**config.mk**
```make
export PLATFORM = sky130hd
export DESIGN_NAME = snc_top
export DESIGN_NICKNAME = d
export VERILOG_FILES = /design/src/snc_pkg.sv /design/src/snc_ch_if.sv /design/src/snc_top.sv /design/src/snc_chan.sv
export VERILOG_INCLUDE_DIRS = /design/src
export SDC_FILE = /design/constraint.sdc
export NUM_CORES = 1
export LEC_CHECK = 0
export BUFFER_PORTS_ARGS = -buffer_cell sky130_fd_sc_hd__buf_2
export CAP_MARGIN = 25
export CORE_UTILIZATION = 40
export CTS_CLUSTER_DIAMETER = 100
export DETAILED_ROUTE_END_ITERATION = 16
export PLACE_DENSITY = 0.52
export SLEW_MARGIN = 5
export SYNTH_ARGS = -nofsm -noshare
export SYNTH_HDL_FRONTEND = slang
export SYNTH_HIERARCHICAL = 1
export SYNTH_SLANG_ARGS = --single-unit
```
**constraint.sdc**
```tcl
create_clock -name clock -period 12.98 [get_ports clock]
set_clock_uncertainty 0.1 [all_clocks]
set_input_delay 1.298 -clock clock [delete_from_list [all_inputs] [get_ports clock]]
set_output_delay 1.298 -clock clock [all_outputs]
set_load 0.05 [all_outputs]
```
**src/snc_defs.svh**
```systemverilog
`ifndef SNC_DEFS_SVH
`define SNC_DEFS_SVH

// ==========================================================================
// Register byte offsets.
`define SNC_OFS_CTRL    8'h00
`define SNC_OFS_STATUS  8'h04
`define SNC_OFS_MASK    8'h08
`define SNC_OFS_TIMER   8'h0c
`define SNC_OFS_RES0    8'h10
`define SNC_OFS_RES3    8'h1c

// ==========================================================================
// Control field positions.
`define SNC_CTRL_EN     0
`define SNC_CTRL_RATE   1
`define SNC_CTRL_ORDER  3
`define SNC_CTRL_FMT    4
`define SNC_CTRL_SWAP   8

// ==========================================================================
// Status field positions and reset values.
`define SNC_ST_READY    0
`define SNC_ST_OVERRUN  1
`define SNC_CTRL_RST    12'h000
`define SNC_MASK_RST    2'h0

// ==========================================================================
// Timing counts in clock cycles and the smallest rate logarithm.
`define SNC_BIT_DIV     2'h3
`define SNC_TICK_PH1    2'h1
`define SNC_TICK_PH2    2'h3
`define SNC_RATE_LOG_MIN 4'h5

`endif

```
**src/snc_pkg.sv**
```systemverilog
`include "snc_defs.svh"

package snc_pkg;

  // ========================================================================
  // Modes.
  typedef enum logic [1:0] {
    SNC_RATE_32  = 2'h0,
    SNC_RATE_64  = 2'h1,
    SNC_RATE_128 = 2'h2,
    SNC_RATE_256 = 2'h3
  } snc_rate_t;

  typedef enum logic {
    SNC_SINGLE = 1'b0,
    SNC_DOUBLE = 1'b1
  } snc_order_t;

  // ========================================================================
  // Right shift by rate and modulator order.
  function automatic logic [3:0] snc_shift(input snc_order_t ord, input snc_rate_t rate);
    if (ord == SNC_DOUBLE) begin
      snc_shift = 4'h2;
    end else if (rate == SNC_RATE_32 || rate == SNC_RATE_64) begin
      snc_shift = 4'h4;
    end else begin
      snc_shift = 4'h5;
    end
  endfunction : snc_shift

  // Base two logarithm of the decimation rate.
  function automatic logic [3:0] snc_rate_log(input snc_rate_t rate);
    snc_rate_log = `SNC_RATE_LOG_MIN + {2'h0, rate};
  endfunction : snc_rate_log

endpackage : snc_pkg

```
**src/snc_ch_if.sv**
```systemverilog
`timescale 1ns/1ps

interface snc_ch_if import snc_pkg::*; ();
  logic        clk;
  logic        rst_n;
  logic        clr;
  logic        bit_en;
  logic        bit_in;
  logic        word_en;
  snc_rate_t   rate;
  snc_order_t  order;
  logic        fmt_signed;
  logic [15:0] result;
  logic        ready;

  modport ctl  (output clk, rst_n, clr, bit_en, bit_in, word_en, rate, order, fmt_signed,
                input result, ready);
  modport filt (input clk, rst_n, clr, bit_en, bit_in, word_en, rate, order, fmt_signed,
                output result, ready);
endinterface : snc_ch_if

```
**src/snc_top.sv**
```systemverilog
// The register offsets and the Wishbone register port were chosen for this implementation.
`timescale 1ns/1ps
`include "snc_defs.svh"

// How it works
// Two cascaded integrators run per modulator bit.
// Second difference runs once per word clock.
// Natural output is unsigned, zero to full.
// Signed format inverts top bit, sign-extends.
// Divide-by-four makes phases and bit clock.
// Internal timer makes word clock, sets decimation.
// Timer raises sample-ready interrupt once per word.
// Shift four/five single, two for double.
// Rates 32 to 256, either modulator order.
// Each channel picks unsigned or signed format.
// Four channels, own settings, common sampling.
// Phase swap moves sampling to second phase.
// Host reads results within each sample period.
// Latest control write governs the one filter.
// Sample rate is clock/4/decimation rate.
// Input is single comparator bit per channel.
// Host discards two samples after input change.
// Accumulators sized for rate 256 without overflow.
// Word tick latches, differences, formats, flags ready.
module snc_top import snc_pkg::*; #(
  parameter int NCH   = 4,
  parameter int ACC_W = 17
) (
  input  wire logic        clock,
  input  wire logic        rstn,
  input  wire logic        wb_cyc_i,
  input  wire logic        wb_stb_i,
  input  wire logic        wb_we_i,
  input  wire logic [7:0]  wb_adr_i,
  input  wire logic [3:0]  wb_sel_i,
  input  wire logic [31:0] wb_dat_i,
  output logic      [31:0] wb_dat_o,
  output logic             wb_ack_o,
  input  wire logic [3:0]  mod_bit,
  output logic             phi1_o,
  output logic             phi2_o,
  output logic             irq_o
);

  // ========================================================================
  // Reset release and input synchronisers.
  logic       rst_s1_r;
  logic       rst_n_r;
  logic [3:0] bit_s1_r;
  logic [3:0] bit_s2_r;

  always_ff @(posedge clock or negedge rstn) begin
    if (!rstn) begin
      rst_s1_r <= 1'b0;
      rst_n_r  <= 1'b0;
    end else begin
      rst_s1_r <= 1'b1;
      rst_n_r  <= rst_s1_r;
    end
  end

  always_ff @(posedge clock or negedge rst_n_r) begin
    if (!rst_n_r) begin
      bit_s1_r <= 4'h0;
      bit_s2_r <= 4'h0;
    end else begin
      bit_s1_r <= mod_bit;
      bit_s2_r <= bit_s1_r;
    end
  end

  // ========================================================================
  // Register bus decode.
  logic [11:0] ctrl_r;
  logic [1:0]  status_r;
  logic [1:0]  mask_r;
  logic        ack_r;
  logic [31:0] rdat_r;

  wire        bus_req  = wb_cyc_i & wb_stb_i & ~ack_r;
  wire        bus_wr   = bus_req & wb_we_i;
  wire        bus_rd   = bus_req & ~wb_we_i;
  wire        hit_ctrl = (wb_adr_i == `SNC_OFS_CTRL);
  wire        hit_stat = (wb_adr_i == `SNC_OFS_STATUS);
  wire        hit_mask = (wb_adr_i == `SNC_OFS_MASK);
  wire        hit_tmr  = (wb_adr_i == `SNC_OFS_TIMER);
  wire        hit_res  = (wb_adr_i >= `SNC_OFS_RES0) && (wb_adr_i <= `SNC_OFS_RES3)
                         && (wb_adr_i[1:0] == 2'h0);
  wire [1:0]  res_idx  = wb_adr_i[3:2];
  wire        ctrl_wr  = bus_wr & hit_ctrl & (wb_sel_i[0] | wb_sel_i[1]);

  // ========================================================================
  // Control fields.
  wire             run_en   = ctrl_r[`SNC_CTRL_EN];
  wire snc_rate_t  rate_sel = snc_rate_t'(ctrl_r[`SNC_CTRL_RATE +: 2]);
  wire snc_order_t ord_sel  = snc_order_t'(ctrl_r[`SNC_CTRL_ORDER]);
  wire [3:0]       output_format_select = ctrl_r[`SNC_CTRL_FMT +: 4];
  wire [3:0]       phase_swap = ctrl_r[`SNC_CTRL_SWAP +: 4];

  // ========================================================================
  // Divide-by-four phase generator.
  logic [1:0] ph_r;
  logic       phi1_r;
  logic       phi2_r;

  wire [1:0] ph_nxt  = (ph_r == `SNC_BIT_DIV) ? 2'h0 : ph_r + 2'h1;
  wire       tick_p1 = run_en & (ph_r == `SNC_TICK_PH1);
  wire       tick_p2 = run_en & (ph_r == `SNC_TICK_PH2);

  always_ff @(posedge clock or negedge rst_n_r) begin
    if (!rst_n_r) begin
      ph_r   <= 2'h0;
      phi1_r <= 1'b0;
      phi2_r <= 1'b0;
    end else if (!run_en) begin
      ph_r   <= 2'h0;
      phi1_r <= 1'b0;
      phi2_r <= 1'b0;
    end else begin
      ph_r   <= ph_nxt;
      // Each phase is high for one cycle with a dead cycle between them.
      phi1_r <= (ph_nxt == 2'h0);
      phi2_r <= (ph_nxt == 2'h2);
    end
  end

  // ========================================================================
  // Decimation timer and word clock.
  logic [7:0] tmr_r;
  logic       word_r;

  wire [7:0] tmr_lim  = 8'((9'h001 << snc_rate_log(rate_sel)) - 9'h001);
  wire       tmr_wrap = tick_p2 & (tmr_r == tmr_lim);

  always_ff @(posedge clock or negedge rst_n_r) begin
    if (!rst_n_r) begin
      tmr_r  <= 8'h00;
      word_r <= 1'b0;
    end else if (ctrl_wr || !run_en) begin
      tmr_r  <= 8'h00;
      word_r <= 1'b0;
    end else begin
      if (tick_p2) begin
        tmr_r <= tmr_wrap ? 8'h00 : tmr_r + 8'h01;
      end
      // Word tick lands after both phases of the last bit have integrated.
      word_r <= tmr_wrap;
    end
  end

  // ========================================================================
  // Channels.
  snc_ch_if ch_if[NCH] ();
  logic [NCH-1:0] ready_w;
  logic [15:0]    res_w [NCH];

  for (genvar i = 0; i < NCH; i++) begin : g_ch
    assign ch_if[i].clk        = clock;
    assign ch_if[i].rst_n      = rst_n_r;
    assign ch_if[i].clr        = ctrl_wr | ~run_en;
    assign ch_if[i].bit_en     = phase_swap[i] ? tick_p2 : tick_p1;
    assign ch_if[i].bit_in     = bit_s2_r[i];
    assign ch_if[i].word_en    = word_r;
    assign ch_if[i].rate       = rate_sel;
    assign ch_if[i].order      = ord_sel;
    assign ch_if[i].fmt_signed = output_format_select[i];
    assign ready_w[i]          = ch_if[i].ready;
    assign res_w[i]            = ch_if[i].result;

    snc_chan #(
      .ACC_W (ACC_W)
    ) u_chan (
      .ch (ch_if[i])
    );
  end

  // ========================================================================
  // Status, mask and interrupt.
  wire sample_rdy = ready_w[0];
  wire stat_clr   = bus_rd & hit_stat;
  wire [1:0] stat_set = {sample_rdy & status_r[`SNC_ST_READY], sample_rdy};
  // A new event in the clearing cycle survives the clear.
  wire [1:0] status_nxt = (stat_clr ? 2'h0 : status_r) | stat_set;

  always_ff @(posedge clock or negedge rst_n_r) begin
    if (!rst_n_r) begin
      status_r <= 2'h0;
      irq_o    <= 1'b0;
    end else begin
      status_r <= status_nxt;
      irq_o    <= |(status_nxt & mask_r);
    end
  end

  // ========================================================================
  // Register writes and read answer.
  wire [31:0] rd_mux = hit_ctrl ? {20'h00000, ctrl_r} :
                       hit_stat ? {30'h0, status_r} :
                       hit_mask ? {30'h0, mask_r} :
                       hit_tmr  ? {24'h000000, tmr_r} :
                       hit_res  ? {16'h0000, res_w[res_idx]} : 32'h00000000;

  always_ff @(posedge clock or negedge rst_n_r) begin
    if (!rst_n_r) begin
      ctrl_r <= `SNC_CTRL_RST;
      mask_r <= `SNC_MASK_RST;
      ack_r  <= 1'b0;
      rdat_r <= 32'h00000000;
    end else begin
      ack_r <= bus_req;
      if (bus_rd) begin
        rdat_r <= rd_mux;
      end
      if (ctrl_wr && wb_sel_i[0]) begin
        ctrl_r[7:0] <= wb_dat_i[7:0];
      end
      if (ctrl_wr && wb_sel_i[1]) begin
        ctrl_r[11:8] <= wb_dat_i[11:8];
      end
      if (bus_wr && hit_mask && wb_sel_i[0]) begin
        mask_r <= wb_dat_i[1:0];
      end
    end
  end

  assign wb_ack_o = ack_r;
  assign wb_dat_o = rdat_r;
  assign phi1_o   = phi1_r;
  assign phi2_o   = phi2_r;

endmodule : snc_top

```
**src/snc_chan.sv**
```systemverilog
`timescale 1ns/1ps

module snc_chan import snc_pkg::*; #(
  parameter int ACC_W = 17
) (
  snc_ch_if.filt ch
);

  // ========================================================================
  // Double integrator and second difference.
  logic [ACC_W-1:0] int1_r;
  logic [ACC_W-1:0] int2_r;
  logic [ACC_W-1:0] last_r;
  logic [ACC_W-1:0] diff_r;
  logic [15:0]      result_r;
  logic             ready_r;

  wire [ACC_W-1:0] diff1  = int2_r - last_r;
  wire [ACC_W-1:0] diff2  = diff1 - diff_r;
  wire [3:0]       shamt  = snc_shift(ch.order, ch.rate);
  wire [3:0]       nbits  = 4'((snc_rate_log(ch.rate) << 1) - shamt);
  wire [ACC_W-1:0] scaled = diff2 >> shamt;
  wire [ACC_W-1:0] full   = (ACC_W'(1) << nbits) - ACC_W'(1);
  wire [ACC_W-1:0] top    = ACC_W'(1) << (nbits - 4'h1);
  // Only the exact full-scale input reaches 2^n, so it is clipped to 2^n-1.
  wire [ACC_W-1:0] sat    = (scaled > full) ? full : scaled;
  wire [ACC_W-1:0] flip   = sat ^ top;
  wire             neg    = |(flip & top);
  wire [ACC_W-1:0] sgn    = neg ? (flip | ~full) : flip;
  wire [ACC_W-1:0] fmt    = ch.fmt_signed ? sgn : sat;

  always_ff @(posedge ch.clk or negedge ch.rst_n) begin
    if (!ch.rst_n) begin
      int1_r   <= '0;
      int2_r   <= '0;
      last_r   <= '0;
      diff_r   <= '0;
      result_r <= 16'h0000;
      ready_r  <= 1'b0;
    end else if (ch.clr) begin
      int1_r   <= '0;
      int2_r   <= '0;
      last_r   <= '0;
      diff_r   <= '0;
      ready_r  <= 1'b0;
    end else begin
      if (ch.bit_en) begin
        int1_r <= int1_r + {{(ACC_W-1){1'b0}}, ch.bit_in};
        int2_r <= int2_r + int1_r;
      end
      if (ch.word_en) begin
        last_r   <= int2_r;
        diff_r   <= diff1;
        result_r <= fmt[15:0];
      end
      ready_r <= ch.word_en;
    end
  end

  assign ch.result = result_r;
  assign ch.ready  = ready_r;

endmodule : snc_chan

```
==> results.md <==
* Outcome: complete, no violations
* Fraction of layout instances using a drive strength above 1 at ~8.4%
* Io pins at 89
* Die Y at 298 um
* Row count at 108
* Core area at roughly 87000 um2
* Tmin final at 8940 ps
* Final hold vios at 0
* Total track usage at 21.1%
* Arrival time worst endpoint at 9300 ps
* Period utilization at 68.8%
* PortBufs at 50
* CP top delay family: compound AO/OA/AOI/OAI gates
* Avg Cell Area, Syn at 8.58 um2
* Most used cell, CP: ha_1
* Drt wl/cell at ~18 um
* Die W at 298 um
* Critical R2R Launch: g_ch[3].u_chan/int2_r[1]$_DFFE_PN0P_
* CTS resizes at 0
* Max Clock Freq at 112 MHz
* Number of routed nets with antenna violations at 0
* Sink Count at 394
* Final setup violation count at 0
* Relative slew slack at 26.4%
* Pin count of the biggest net entering global routing at between 150 and 200
* Max rail drop VDD at 0.0803 mV
* GP Congestion at 0.896
* LEAKAGE at approximately 17 nW
* Initial core utilization at between 40 and 50%
* Initial antenna violation count at 1
* Worst Path Buf+Inv at 1
* Fin. max-slew vios at 0
* Fin util at 43.9%
* Yosys warns at 6
* Hold Path Class: reg -> reg
* Total grt overflow at 0
* Max Buffers Root-to-Sink at 3
* HPWL after DPL at 70400 um
* Worst Setup Start Kind: register
* Finished Layout Cells at 5253
* Critical path's slowest cell: nand4_1
* Netlist Area Pre-Place at between 30000 and 40000 um2
* Max Cap Viol at 0
* Final WL at 94100 um
* Inst Count DP at roughly 5.2k
* Clk Latency, worst-skew pair at 610 ps
* Worst Path Required at 13350 ps
* Post-Synthesis Cells at 4079
* Crit path kind: reg -> reg
* Worst Setup SP: g_ch[3].u_chan/int2_r[1]$_DFFE_PN0P_
* Nets@finish at 4490
* Hold path start: bit_s1_r[2]$_DFF_PN0_
* CTS H-Tree Depth at 2
* Unrepaired setup endpoints after global routing: false
* Vias/cell at 5.57
* # hold bufs at CTS at 0
* Area Overhead vs Synth at 8.89%
* Placement Setup Slack at ~4200 ps
* Crit path max fanout at 28
* Starting DRT DRC Count at 1725
* Measured slew at the worst slew-check pin at 1100 ps
* Root Driver: clkbuf_16
* Die area at 88700 um2
* Largest stage delay on the critical path at about 550 ps
* CTS tree: done
* Setup TNS at 0 ps
* Final worst setup slack at between 4000 and 5000 ps
* Post-CTS setup buffer count at 0
* Global-route wire length before repair at 154000 um
* Vias in the first global route at 28.1k
* Residual DRC at 0
* DRT Pass-1 Iters at 5
* Num CTS Buffers at just over 50
* Crit end category: register
* Clock slew at reported path FFs at 60 ps
* PwrDens at approximately 77 nW/um2
* Vias at 29.3k
## cell usage in the layout, fill, tap and decap left out, drive strengths merged, types with 16 or more instances in the layout
master	n
a21boi	27
or3	37
xor2	85
nand2	286
nand2b	47
ha	369
mux2i	194
o21bai	19
nand4	34
a22oi	31
conb	25
o31ai	31
xnor2	141
mux2	26
o22ai	18
and3	46
dfrtp	394
a211oi	55
nor2	465
nor4	27
o21a	43
a31oi	61
a21oi	262
inv	253
nor3	69
o221ai	17
or2	22
and2	79
mux4	18
a21o	78
o21ai	184
o31a	16
o211ai	35
buf	89
clkinv	20
nand3	109
nor2b	74
clkbuf	68
## flip-flops by register name, summed over array words and instances, names as in the netlist
| register | flops |
|---|---|
| g_ch.u_chan/diff_r | 68 |
| g_ch.u_chan/int1_r | 68 |
| g_ch.u_chan/int2_r | 68 |
| g_ch.u_chan/last_r | 68 |
| g_ch.u_chan/ch.result | 64 |
| wb_dat_o | 16 |
| ctrl_r | 12 |
| tmr_r | 8 |
| bit_s1_r | 4 |
| bit_s2_r | 4 |
| mask_r | 2 |
| ph_r | 2 |
| status_r | 2 |
| ch_if.rst_n | 1 |
| ch_if.word_en | 1 |
| g_ch.u_chan/ch.ready | 1 |
| irq_o | 1 |
| phi1_o | 1 |
| phi2_o | 1 |
| rst_s1_r | 1 |
| wb_ack_o | 1 |
## report_power, final
part / internal [mW] / total (mW) / switching, mW / leakage (nW)
Combinational: 0.0553 / 0.196 / 0.141 / 10.3
Sequential: 1.23 / 1.24 / 0.00616 / 5.47
Clock: 0.931 / 1.51 / 0.582 / 0.891
## cell type report
cell class              count  area [um2]
clock buffers              68        1460
fillers                  8732       48600
clock inverters            26         344
multi-input cells        3264       23400
flip-flops and latches    394        9870
well taps                1155        1450
inverters                 256         963
repair buffers             89         588
diodes                      1        2.50
## worst paths after layout
check	to	slack, ps	cells after the start
setup / recovery	g_ch[3].u_chan/ch.result[7]$_DFFE_PN0P_	4040	31
hold / removal	bit_s2_r[2]$_DFF_PN0_	250	0
setup reg to reg	g_ch[3].u_chan/ch.result[7]$_DFFE_PN0P_	4040	31
hold reg to reg	bit_s2_r[2]$_DFF_PN0_	250	0
max in group asynchronous	wb_dat_o[9]$_DFFE_PN0P_	10440	3
min in group asynchronous	g_ch[0].u_chan/int1_r[1]$_DFFE_PN0P_	260	0
## through the flow
step,instance area [um2],hold slack (ps),power (mW)
after floorplan,35100,231,1.40
after global placement,36300,233,1.46
after detailed placement,36300,236,1.46
after CTS,38100,250,3.00
after global routing,38100,270,3.07
final,38100,247,2.95
## routing by layer
| metal | part of all wire [%] | global-route usage, % | up-vias |
|---|---|---|---|
| met3 | 3.5 | 2.11 | 108 |
| li1 | - | - | 14600 |
| met2 | 46 | 34.5 | 490 |
| met1 | 49 | 30.0 | 14000 |
| met5 | 0 | 0 | - |
| met4 | 1.8 | 4.41 | 0 |
(Power assumes the default switching activity.)
